[config.mk]
export PLATFORM = sky130hd
export DESIGN_NAME = oscsc_top
export DESIGN_NICKNAME = d
export VERILOG_FILES = /design/src/oscsc_ahb.v /design/src/oscsc_top.v
export VERILOG_INCLUDE_DIRS = /design/src /design/src/src
export SDC_FILE = /design/constraint.sdc
export NUM_CORES = 1
export LEC_CHECK = 0
export BUFFER_PORTS_ARGS = -buffer_cell sky130_fd_sc_hd__buf_2
export CORE_ASPECT_RATIO = 1.1
export CORE_MARGIN = 10
export CORE_UTILIZATION = 35
export DETAILED_ROUTE_END_ITERATION = 16
export PLACE_DENSITY = 0.64
export SLEW_MARGIN = 0
export SYNTH_ARGS = -nofsm -noshare
export SYNTH_HDL_FRONTEND = slang
export SYNTH_SLANG_ARGS = --single-unit
[constraint.sdc]
create_clock -name MCLK -period 4.8 [get_ports MCLK]
set_input_delay 0.72 -clock MCLK [delete_from_list [all_inputs] [get_ports MCLK]]
set_output_delay 0.72 -clock MCLK [all_outputs]
set_load 0.005 [all_outputs]
[src/oscsc_defs.vh]
// Constants for the oscillator source control block
`ifndef OSCSC_DEFS_VH
`define OSCSC_DEFS_VH
// ****************************************
// Register byte offsets
// ****************************************
`define OSCSC_HF_CTRL_ADDR 12'h000
`define OSCSC_LF_CTRL_ADDR 12'h004
`define OSCSC_MODE_ADDR 12'h008
// ****************************************
// Field positions
// ****************************************
`define OSCSC_HF_KEEP_RET_BIT 7
`define OSCSC_HF_EXT_DIG_BIT 6
`define OSCSC_HF_START_HI 5
`define OSCSC_HF_START_LO 4
`define OSCSC_HF_SRC_BIT 3
`define OSCSC_LF_READY_BIT 6
`define OSCSC_LF_SRC_HI 2
`define OSCSC_LF_SRC_LO 0
// ****************************************
// Reset values and encodings
// ****************************************
`define OSCSC_HF_CTRL_RST 8'h00
`define OSCSC_LF_SRC_RST 3'h1
`define OSCSC_HF_START_BOTH 2'h0
`define OSCSC_HF_START_RC 2'h1
`define OSCSC_HF_START_XO 2'h2
`define OSCSC_LF_XTAL 3'h0
`define OSCSC_LF_RC 3'h1
`define OSCSC_LF_SYNTH 3'h2
`define OSCSC_LF_EXT_ANA 3'h3
`define OSCSC_LF_EXT_DIG 3'h4
// ****************************************
// System modes
// ****************************************
`define OSCSC_MODE_DEEP_SLEEP 3'h0
`define OSCSC_MODE_MEM_RET_OFF 3'h1
`define OSCSC_MODE_MEM_RET_ON 3'h2
`define OSCSC_MODE_REG_RET 3'h3
`define OSCSC_MODE_STANDBY 3'h4
`define OSCSC_MODE_ACTIVE 3'h5
// ****************************************
// Timing in MCLK cycles (25 MHz)
// ****************************************
`define OSCSC_SETTLE_CYC 16'h0040
`endif

[src/oscsc_ahb.v]
// AHB-Lite slave front end for the oscillator source control block
`timescale 1ns/1ps
module oscsc_ahb (
    // Clock and reset
    input wire MCLK,
    input wire RST,
    input wire CE,
    // AHB-Lite
    input wire HSEL,
    input wire [31:0] HADDR,
    input wire [1:0] HTRANS,
    input wire HWRITE,
    input wire [2:0] HSIZE,
    input wire HREADY,
    output wire HREADYOUT,
    output wire HRESP,
    // Register side
    output reg wr_en,
    output wire rd_en,
    output reg [11:0] reg_addr
);
// ****************************************
// Address phase capture
// ****************************************
wire take = HSEL & HTRANS[1] & HREADY;
assign HREADYOUT = 1'b1;
assign HRESP = 1'b0;
// Read strobe in the address phase so read data stands in the data phase
assign rd_en = take & ~HWRITE;
always @(posedge MCLK) begin
    if (RST) begin
        wr_en <= 1'b0;
        reg_addr <= 12'h000;
    end else if (CE) begin
        wr_en <= take & HWRITE;
        if (take) begin
            reg_addr <= HADDR[11:0];
        end
    end
end
endmodule

[src/oscsc_top.v]
// Oscillator source control: HF/LF clock source selection and sequencing
// How it works
// RQ1 - The HF crystal runs only in active or standby unless keep bit 7 also keeps it in retention; the code honours the keep bit in register retention only.
// RQ2 - Firmware should keep the crystal on in retention when waking within 5 ms.
// RQ3 - By default both HF oscillators start together and RC supplies the clock first.
// RQ4 - After the crystal settles the clock switches to it and the RC is turned off.
// RQ5 - Bit 3 of the HF control reads which oscillator drives the high-speed clock.
// RQ6 - Bits 5:4 of the HF control let only one HF oscillator be started.
// RQ7 - Firmware must not use the radio while the HF clock comes from the RC.
// RQ8 - Bit 6 selects a digital external HF clock for test only and must be clear normally.
// RQ9 - An analog external HF clock needs bit 6 clear and bits 5:4 set to 10.
// RQ10 - LF source 000 enables the LF crystal, off in deep sleep and memory retention timer off.
// RQ11 - With the LF crystal enabled, port pins 0.0 and 0.1 become crystal pins.
// RQ12 - Bit 6 of the LF control reads ready when the chosen LF source is usable.
// RQ13 - LF source 001 enables the LF RC and releases pins 0.0 and 0.1.
// RQ14 - LF source 010 synthesises LF from the HF crystal in retention, standby or active; the code allows only register retention with bit 7 set.
// RQ15 - LF source 100 selects a digital and 011 an analog external clock on pin 0.1.
// RQ16 - Codes 101 to 111 in the LF source field are undefined and should not be written.
//
// Local design decisions: register access over AHB-Lite and the register addresses.
`timescale 1ns/1ps
`include "oscsc_defs.vh"
module oscsc_top (
    // Clock and reset
    input wire MCLK,
    input wire RST,
    input wire CE,
    // AHB-Lite
    input wire HSEL,
    input wire [31:0] HADDR,
    input wire [1:0] HTRANS,
    input wire HWRITE,
    input wire [2:0] HSIZE,
    input wire HREADY,
    input wire [31:0] HWDATA,
    output wire HREADYOUT,
    output wire HRESP,
    output reg [31:0] HRDATA,
    // Oscillator status inputs
    input wire HF_XO_STABLE,
    input wire LF_XO_STABLE,
    input wire LF_RC_STABLE,
    // Oscillator controls
    output reg HF_XO_EN,
    output reg HF_RC_EN,
    output reg HF_SRC_XO,
    output reg HF_EXT_DIG,
    output reg LF_XO_EN,
    output reg LF_RC_EN,
    output reg LF_SYNTH_EN,
    output reg LF_EXT_EN,
    output reg LF_EXT_ANALOG,
    output reg P0_XTAL_MODE
);
// ****************************************
// Bus slave
// ****************************************
wire wr_en;
wire rd_en;
wire [11:0] reg_addr;
oscsc_ahb i_oscsc_ahb (
    .MCLK(MCLK),
    .RST(RST),
    .CE(CE),
    .HSEL(HSEL),
    .HADDR(HADDR),
    .HTRANS(HTRANS),
    .HWRITE(HWRITE),
    .HSIZE(HSIZE),
    .HREADY(HREADY),
    .HREADYOUT(HREADYOUT),
    .HRESP(HRESP),
    .wr_en(wr_en),
    .rd_en(rd_en),
    .reg_addr(reg_addr)
);
// ****************************************
// Registers
// ****************************************
reg keep_ret;
reg ext_dig;
reg [1:0] hf_start;
reg [2:0] lf_src;
reg [2:0] sys_mode;
reg lf_ready;
reg [15:0] settle_cnt;
reg [1:0] hf_state;
localparam HF_OFF = 2'b00;
localparam HF_RC = 2'b01;
localparam HF_XO = 2'b10;
function is_hf_mode;
    input [2:0] m;
    begin
        is_hf_mode = (m == `OSCSC_MODE_ACTIVE) || (m == `OSCSC_MODE_STANDBY);
    end
endfunction
// HF crystal allowed to run in present mode
wire hf_run = is_hf_mode(sys_mode) ||
    (keep_ret && (sys_mode == `OSCSC_MODE_REG_RET)); // [RQ1]
wire lf_xo_mode = (sys_mode != `OSCSC_MODE_DEEP_SLEEP) &&
    (sys_mode != `OSCSC_MODE_MEM_RET_OFF); // [RQ10]
always @(posedge MCLK) begin
    if (RST) begin
        keep_ret <= 1'b0;
        ext_dig <= 1'b0;
        hf_start <= `OSCSC_HF_START_BOTH;
        lf_src <= `OSCSC_LF_SRC_RST;
        sys_mode <= `OSCSC_MODE_ACTIVE;
    end else if (CE && wr_en) begin
        case (reg_addr)
            `OSCSC_HF_CTRL_ADDR: begin
                keep_ret <= HWDATA[`OSCSC_HF_KEEP_RET_BIT]; // [RQ1]
                ext_dig <= HWDATA[`OSCSC_HF_EXT_DIG_BIT]; // [RQ8]
                hf_start <= HWDATA[`OSCSC_HF_START_HI:`OSCSC_HF_START_LO]; // [RQ6]
            end
            `OSCSC_LF_CTRL_ADDR: begin
                lf_src <= HWDATA[`OSCSC_LF_SRC_HI:`OSCSC_LF_SRC_LO];
            end
            `OSCSC_MODE_ADDR: begin
                sys_mode <= HWDATA[2:0];
            end
            default: begin
                sys_mode <= sys_mode;
            end
        endcase
    end
end
// ****************************************
// HF sequencing
// ****************************************
always @(posedge MCLK) begin
    if (RST) begin
        hf_state <= HF_OFF;
        settle_cnt <= 16'h0000;
        HF_XO_EN <= 1'b0;
        HF_RC_EN <= 1'b0;
        HF_SRC_XO <= 1'b0;
        HF_EXT_DIG <= 1'b0;
    end else if (CE) begin
        HF_EXT_DIG <= ext_dig; // [RQ8]
        case (hf_state)
            HF_OFF: begin
                settle_cnt <= 16'h0000;
                HF_SRC_XO <= 1'b0;
                if (hf_run) begin
                    hf_state <= (hf_start == `OSCSC_HF_START_XO) ? HF_XO : HF_RC;
                    // Both start together by default, RC clocks first
                    HF_XO_EN <= (hf_start != `OSCSC_HF_START_RC); // [RQ3] [RQ6] [RQ9]
                    HF_RC_EN <= (hf_start != `OSCSC_HF_START_XO); // [RQ3] [RQ6]
                end
            end
            HF_RC: begin
                if (!hf_run) begin
                    hf_state <= HF_OFF;
                    HF_XO_EN <= 1'b0;
                    HF_RC_EN <= 1'b0;
                end else if (HF_XO_EN && HF_XO_STABLE) begin
                    if (settle_cnt == `OSCSC_SETTLE_CYC) begin
                        hf_state <= HF_XO; // [RQ4]
                        HF_SRC_XO <= 1'b1; // [RQ4]
                        HF_RC_EN <= 1'b0; // [RQ4]
                    end else begin
                        settle_cnt <= settle_cnt + 16'h0001;
                    end
                end else begin
                    settle_cnt <= 16'h0000;
                end
            end
            HF_XO: begin
                HF_XO_EN <= hf_run;
                HF_SRC_XO <= hf_run;
                HF_RC_EN <= 1'b0;
                if (!hf_run) begin
                    hf_state <= HF_OFF;
                end
            end
            default: begin
                hf_state <= HF_OFF;
            end
        endcase
    end
end
// ****************************************
// LF source selection
// ****************************************
always @(posedge MCLK) begin
    if (RST) begin
        LF_XO_EN <= 1'b0;
        LF_RC_EN <= 1'b0;
        LF_SYNTH_EN <= 1'b0;
        LF_EXT_EN <= 1'b0;
        LF_EXT_ANALOG <= 1'b0;
        P0_XTAL_MODE <= 1'b0;
        lf_ready <= 1'b0;
    end else if (CE) begin
        LF_XO_EN <= (lf_src == `OSCSC_LF_XTAL) && lf_xo_mode; // [RQ10]
        P0_XTAL_MODE <= (lf_src == `OSCSC_LF_XTAL); // [RQ11] [RQ13]
        LF_RC_EN <= (lf_src == `OSCSC_LF_RC); // [RQ13]
        LF_SYNTH_EN <= (lf_src == `OSCSC_LF_SYNTH) && hf_run; // [RQ14]
        LF_EXT_EN <= (lf_src == `OSCSC_LF_EXT_DIG) ||
            (lf_src == `OSCSC_LF_EXT_ANA); // [RQ15]
        LF_EXT_ANALOG <= (lf_src == `OSCSC_LF_EXT_ANA); // [RQ15]
        case (lf_src)
            `OSCSC_LF_XTAL: lf_ready <= LF_XO_EN && LF_XO_STABLE; // [RQ12]
            `OSCSC_LF_RC: lf_ready <= LF_RC_EN && LF_RC_STABLE; // [RQ12]
            `OSCSC_LF_SYNTH: lf_ready <= LF_SYNTH_EN && HF_SRC_XO; // [RQ12]
            `OSCSC_LF_EXT_ANA: lf_ready <= LF_EXT_EN;
            `OSCSC_LF_EXT_DIG: lf_ready <= LF_EXT_EN;
            default: lf_ready <= 1'b0;
        endcase
    end
end
// ****************************************
// Read data
// ****************************************
always @(posedge MCLK) begin
    if (RST) begin
        HRDATA <= 32'h00000000;
    end else if (CE && rd_en) begin
        case (HADDR[11:0])
            `OSCSC_HF_CTRL_ADDR: begin
                HRDATA <= {24'h000000, keep_ret, ext_dig, hf_start,
                    HF_SRC_XO, 3'h0}; // [RQ5]
            end
            `OSCSC_LF_CTRL_ADDR: begin
                HRDATA <= {24'h000000, 1'b0, lf_ready, 3'h0, lf_src}; // [RQ12]
            end
            `OSCSC_MODE_ADDR: begin
                HRDATA <= {29'h00000000, sys_mode};
            end
            default: begin
                HRDATA <= 32'h00000000;
            end
        endcase
    end
end
endmodule

==> results.yml, run 1 <==
clocking:
  cts_inserted_buffers: 9
  cts_setup_buffers: 0
  cts_resized: 0
  clk_latency_ns: 0.34
  cts_sinks: 60
  cts_max_level: 3
  cts_hold_buffers: 0
  clk_pin_slew_ns: 0.07
  clk_path_buf_depth: 2
  root_buffer: "clkbuf_8"
  cts_tree: "built"
pwr:
  peakVddDrop_uv: 200
  p_sw_mw: 0.295
  combPwrFrac_pct: 9.4
  powerDensity_nw_per_um2: 333
  power_leakage_nw: 1.57
  seq_power_share_pct: 43.5
  p_sw_share_pct: 24.7
  total_power_mw: 1.19
  p_int_mw: 0.898
  clkPwrFrac_pct: 47.2
placement:
  numPortBuffers: 46
  dpl_cell_area_um2: 3340
  dp_hpwl_um: 5750
  gp_congestion: 0.829
final_layout:
  area_growth_pct: 14.6
  final_cell_mix: "60 x dfxtp_1, 46 x buf_2, 44 x nand2_1"
  layout_commonest_cell: "dfxtp_1"
  fillers: 895
  design_area_um2: 3580
  final_nets: 494
  num_antenna_cells: 0
  fin_util_pct: 40.8
  layout-drive-gt1-share_pct: 18.8
logic_synthesis:
  synth_edf_count: 0
  ys_ff_latch: 60
  async_flop_share_pct: 0
  ys_top_cells_by_area: "dfxtp_1 38%, buf_4 6.2%, nand2_1 5.3%"
  synthFlopType: "dfxtp_1"
  ys_seq_area_share_pct: 38.4
  yosysTopAreaCellShare_pct: 38.4
  syn_inst: 365
  syn_area_um2: 3130
  synth_top_area_cell: "dfxtp_1"
  ys_types: 61
  syn-mean-instance-area_um2: 8.57
  yosysWarnings: 0
run:
  max-cap-violations: 0
floorplan:
  coreArea_um2: 8780
  rows: 36
  ios: 122
  initial_core_util_pct: 35.6
  die_w_um: 110
  die_area_um2: 13100
  die_height_um: 119
drt:
  top_layer_used: "met4"
  drc: 0
  wl_met1_um: 3480
  dr.pass1.iters: 4
  routedWlPerCell_um: 14.7
  wl_met3_um: 414
  dr.first_iter.drc_count: 73
  ant_nets: 0
  routed_wl_um: 7790
  met2WireLength_um: 3780
  vias: 2699
  viasPerCell: 5.10
setup_path:
  cp-end-kind: "flop"
  start_kind: "input port"
  worst-setup-path-type: "input port to flop"
  arrival_ns: 2.79
  worstPathMaxFanout: 17
  cp.required_ns: 5.08
timing:
  min_period_ns: 2.51
  post-route-period-util_pct: 52.3
  max_freq_mhz: 399
  tns_ns: 0
  hold_viol: 0
  setup_viol: 0
  skew_ns: 0.00889
  max_slew_margin_pct: 40.3
  worst_slew_pin_slew_ns: 0.895
  rsz0062_at_grt: "false"
  final_max_slew_viol_count: 0
global_routing:
  grt_pass1_wl_um: 12800
  grt_antenna_before_repair: 0
  grt_usage_pct: 12.0
  overflow: 0
  grt_max_degree: 49
  grt_pass1_vias: 2596
worst_hold_path:
  hold_path_class: "flop to flop"
outcome:
  outcome: "completed"
[cell type report]
cell class	count	area [µm²]	share of cell area, %
Timing Repair Buffer	46	230	6.42
Sequential cell	60	1200	33.5
Tap cell	114	143	3.98
Clock inverter	7	124	3.46
Clock buffer	9	124	3.46
Inverter	10	37.5	1.05
Multi-Input combinational cell	283	1730	48.1
[worst paths after layout]
path	startpoint	endpoint	slack, ns	cells after the start
max	CE	HRDATA[4]	2.29	5
min	i_oscsc_ahb.reg_addr[0]	i_oscsc_ahb.reg_addr[0]	0.46	2
max reg2reg	hf_state[1]	settle_cnt[13]	2.65	7
min reg2reg	i_oscsc_ahb.reg_addr[0]	i_oscsc_ahb.reg_addr[0]	0.46	2
[metal layers]
layer  GRT usage [%]  vias up
met2            19.4       65
met5               0        -
met3            2.86       15
met4            4.82        0
met1            14.8     1269
li1                -     1350
[cells in the mapped netlist (2+ instances only)]
cell type	number
nor3b_1	3
a211o_1	5
and4_1	2
o211ai_1	4
a22o_1	7
and2b_2	2
a21oi_1	26
a31oi_1	5
or3_1	2
nand3_1	15
nor3_1	11
ha_1	6
clkbuf_1	6
o21a_1	3
or4_1	3
buf_4	26
o21ai_0	8
clkbuf_8	2
a21boi_0	2
nand3b_1	3
and3_1	9
a32oi_1	2
nand2_1	44
nor4_1	5
buf_1	2
o211a_1	2
mux2i_1	13
nor2b_1	3
o31ai_1	2
nor2_1	36
nand4_1	3
dfxtp_1	60
nand2b_1	3
conb_1	2
a21o_1	3
inv_1	10
[power groups by stage]
stage,clock network (mW),registers (mW),logic [mW]
floorplan,0,0.528,0.0897
global placement,0,0.530,0.109
detailed placement,0,0.530,0.110
CTS,0.574,0.519,0.111
global route,0.601,0.520,0.126
finish,0.563,0.519,0.112
[cells by family (layout without fill, tap and decap cells)]
logic type	after synthesis	count (layout)	synth area share (%)
AOI/OAI and AO/OA	81	81	18.2
adders and majority gates	6	6	2.40
buffers and inverters	46	72	9.28
DFF	60	60	38.4
muxes	13	13	4.16
other	2	26	0.240
and+or+nand+nor	157	157	27.3
[state kept, by name, indices dropped and copies added, names as in the netlist]
register	flops
LF_SYNTH_EN	1
ext_dig	1
P0_XTAL_MODE	1
lf_ready	1
HF_XO_EN	1
HRDATA	8
i_oscsc_ahb.wr_en	1
hf_start	2
HF_SRC_XO	1
LF_EXT_ANALOG	1
i_oscsc_ahb.reg_addr	12
lf_src	3
hf_state	2
LF_EXT_EN	1
HF_RC_EN	1
keep_ret	1
HF_EXT_DIG	1
sys_mode	3
settle_cnt	16
LF_RC_EN	1
LF_XO_EN	1
[stage by stage]
stage / worst slack (ns) / hold WS [ns] / instances
2_1_floorplan: 2.77 / 0.434 / 389
3_3_place_gp: 1.98 / 0.444 / 513
3_5_place_dp: 1.96 / 0.454 / 513
4_1_cts: 2.27 / 0.465 / 529
5_1_grt: 2.10 / 0.479 / 529
6_report: 2.29 / 0.462 / 529
[worst max-delay path: stages]
cell,delay (ns)
buf_2,0.30
nand4_2,0.40
or4_1,0.68
nor3_1,0.48
a22o_1,0.21
Note: power is estimated with default switching activity, not from simulation.
==> inputs of run 2 (changes only) <==
--- a/config.mk
+++ b/config.mk
@@ -6,12 +6,13 @@
 export SDC_FILE = /design/constraint.sdc
 export NUM_CORES = 1
 export LEC_CHECK = 0
+export ABC_AREA = 1
 export BUFFER_PORTS_ARGS = -buffer_cell sky130_fd_sc_hd__buf_2
 export CORE_ASPECT_RATIO = 1.1
 export CORE_MARGIN = 10
 export CORE_UTILIZATION = 35
 export DETAILED_ROUTE_END_ITERATION = 16
-export PLACE_DENSITY = 0.64
+export PLACE_DENSITY = 0.65
 export SLEW_MARGIN = 0
 export SYNTH_ARGS = -nofsm -noshare
 export SYNTH_HDL_FRONTEND = slang
==> constraint.sdc (replaced) <==
create_clock -name MCLK -period 2.2 [get_ports MCLK]
set_input_delay 0.33 -clock MCLK [delete_from_list [all_inputs] [get_ports MCLK]]
set_output_delay 0.33 -clock MCLK [all_outputs]
set_load 0.005 [all_outputs]
==> run 2 against run 1 <==
  * Sequential share of layout area is 1.3 points lower
  * Synthesized cell count is 36% higher
  * Synthesized area is 4.8% higher
  * Largest power group is now registers
  * Clock skew hardly changed
  * Via count is 16% higher
  * Critical path type is now flop to flop
==> results.yml, run 2 <==
outcome:
  outcome: "completed"
drt:
  routedWlPerCell_um: 12.4
  dr.first_iter.drc_count: 157
  ant_nets: 0
  routed_wl_um: 8250
  dr.pass1.iters: 4
  viasPerCell: 4.73
  vias: 3144
  drc: 0
timing:
  min_period_ns: 1.80
  worst_slew_pin_slew_ns: 0.583
  hold_viol: 0
  post-route-period-util_pct: 82.0
  max_freq_mhz: 555
  setup_viol: 0
  skew_ns: 0.00876
  rsz0062_at_grt: "false"
  tns_ns: 0
  final_max_slew_viol_count: 0
  max_slew_margin_pct: 60.9
  holdWs_ns: 0.233
final_layout:
  layout_commonest_cell: "nand2_1"
  layout-drive-gt1-share_pct: 14.3
  final_cell_mix: "121 x nand2_1, 63 x nor2_1, 60 x dfxtp_1"
  largest_reg_flops: 16
  fin_cells: 665
  num_antenna_cells: 0
  area_growth_pct: 13.8
  design_area_um2: 3730
  regMostFlops: "settle_cnt"
  fin_util_pct: 41.4
  reg_top3: "settle_cnt x16, i_oscsc_ahb.reg_addr x12, HRDATA x8"
  fillers: 985
  final_nets: 630
logic_synthesis:
  synthFlopType: "dfxtp_1"
  syn_inst: 497
  yosysWarnings: 0
  synth_top_area_cell: "dfxtp_1"
  async_flop_share_pct: 0
  yosysTopAreaCellShare_pct: 36.7
  syn-mean-instance-area_um2: 6.59
  yosysMostFrequentCell: "nand2_1"
  ys_types: 30
  ys_seq_area_share_pct: 36.7
  synth_edf_count: 0
  synth_common_cells: "121 x nand2_1, 63 x nor2_1, 60 x dfxtp_1"
  ys_ff_latch: 60
  syn_area_um2: 3280
  ys_top_cells_by_area: "dfxtp_1 37%, nand2_1 14%, nor2_1 7.2%"
global_routing:
  overflow: 0
  grt_usage_pct: 12.0
  grt_pass1_vias: 3085
  grt_antenna_before_repair: 0
  grt_pass1_wl_um: 13900
  grt_max_degree: 33
clocking:
  cts_hold_buffers: 0
  cts_tree: "built"
  cts_inserted_buffers: 9
  clk_pin_slew_ns: 0.07
  clk_latency_ns: 0.34
  cts_resized: 0
  cts_setup_buffers: 0
  clk_path_buf_depth: 2
  root_buffer: "clkbuf_8"
  cts_sinks: 60
  cts_max_level: 3
setup_path:
  cp-end-kind: "flop"
  rrSetupSlack_ns: 0.40
  reg2reg_from: "hf_state[1]"
  cp.required_ns: 2.44
  r2r-end: "settle_cnt[7]"
  arrival_ns: 2.05
  start_kind: "flop"
  worst-setup-path-type: "flop to flop"
  r2r_cells: 10
  worstPathMaxFanout: 14
pwr:
  peakVddDrop_uv: 347
  power_leakage_nw: 1.72
  powerDensity_nw_per_um2: 718
placement:
  dpl_cell_area_um2: 3530
  dp_hpwl_um: 6300
  dp_cells: 649
  gp_congestion: 0.885
  numPortBuffers: 46
worst_hold_path:
  min_to: "i_oscsc_ahb.reg_addr[1]"
  min_path_cells: 3
  hold_start: "HADDR[1]"
  hold_path_class: "input port to flop"
floorplan:
  initial_core_util_pct: 36.4
  die_height_um: 121
  die_area_um2: 13600
  coreArea_um2: 9010
  ios: 122
  die_w_um: 112
  rows: 36
run:
  max-cap-violations: 0
run 2: cell types whose count changed after synthesis, moves of 20 or more:
cell | previous run | this run
o21ai_0 | 8 | 39
nand2_1 | 44 | 121
inv_1 | 10 | 57
a21oi_1 | 26 | 46
nor2_1 | 36 | 63
run 2: worst max-delay path by stage:
stage | from | end | slack [ns] | cells after the start
global route | hf_state[1] | settle_cnt[5] | 0.27 | 10
global placement | hf_state[1] | settle_cnt[7] | 0.43 | 10
detailed placement | hf_state[1] | settle_cnt[5] | 0.42 | 10
finish | hf_state[1] | settle_cnt[7] | 0.40 | 10
CTS | hf_state[1] | settle_cnt[11] | 0.41 | 10
floorplan | hf_state[1] | settle_cnt[12] | 0.67 | 10
run 2: kinds of logic (layout without fill, tap and decap cells):
group / after synthesis / in the layout / share of synthesized area [%]
and+or+nand+nor: 239 / 239 / 31.3
adders and majority gates: 6 / 6 / 2.29
AOI/OAI and AO/OA: 92 / 92 / 14.5
other: 2 / 26 / 0.229
buffers and inverters: 98 / 128 / 15.0
DFF: 60 / 60 / 36.7
run 2: metrics by stage:
stage	total power, mW	worst slack [ns]
after global placement	1.70	0.429
after global routing	2.84	0.270
final	2.68	0.397
after detailed placement	1.70	0.419
after CTS	2.70	0.411
after floorplan	1.59	0.666
run 2: area by class of cell:
type	instances	area, µm²	area share (%)
well taps	114	143	3.83
inverters	59	224	6.01
clock buffers	9	124	3.32
multi-input cells	363	1670	44.9
flip-flops and latches	60	1200	32.2
clock inverters	7	67.6	1.81
repair buffers	53	295	7.92
run 2: where the power goes:
part | total [mW] | internal, mW | switching [mW]
Sequential | 1.17 | 1.13 | 0.0345
Clock | 0.991 | 0.516 | 0.475
Combinational | 0.517 | 0.172 | 0.345
Total | 2.68 | 1.82 | 0.855
run 2: critical path: stages (launching register included):
cell,delay (ns)
dfxtp_1,0.36
inv_1,0.08
ha_1,0.25
inv_4,0.15
nor2_8,0.07
nand3_2,0.10
nand3_2,0.27
nand2_1,0.26
nand2_1,0.07
nand2_1,0.06
inv_1,0.03
run 2: layer usage:
metal  GRT usage (%)  wire length (µm)  up-vias
li1                -                 -     1636
met1            13.2              3590     1413
met2            20.7              4050       83
met3            3.86               489       12
met4            5.24               125        0
met5               0                 0        -
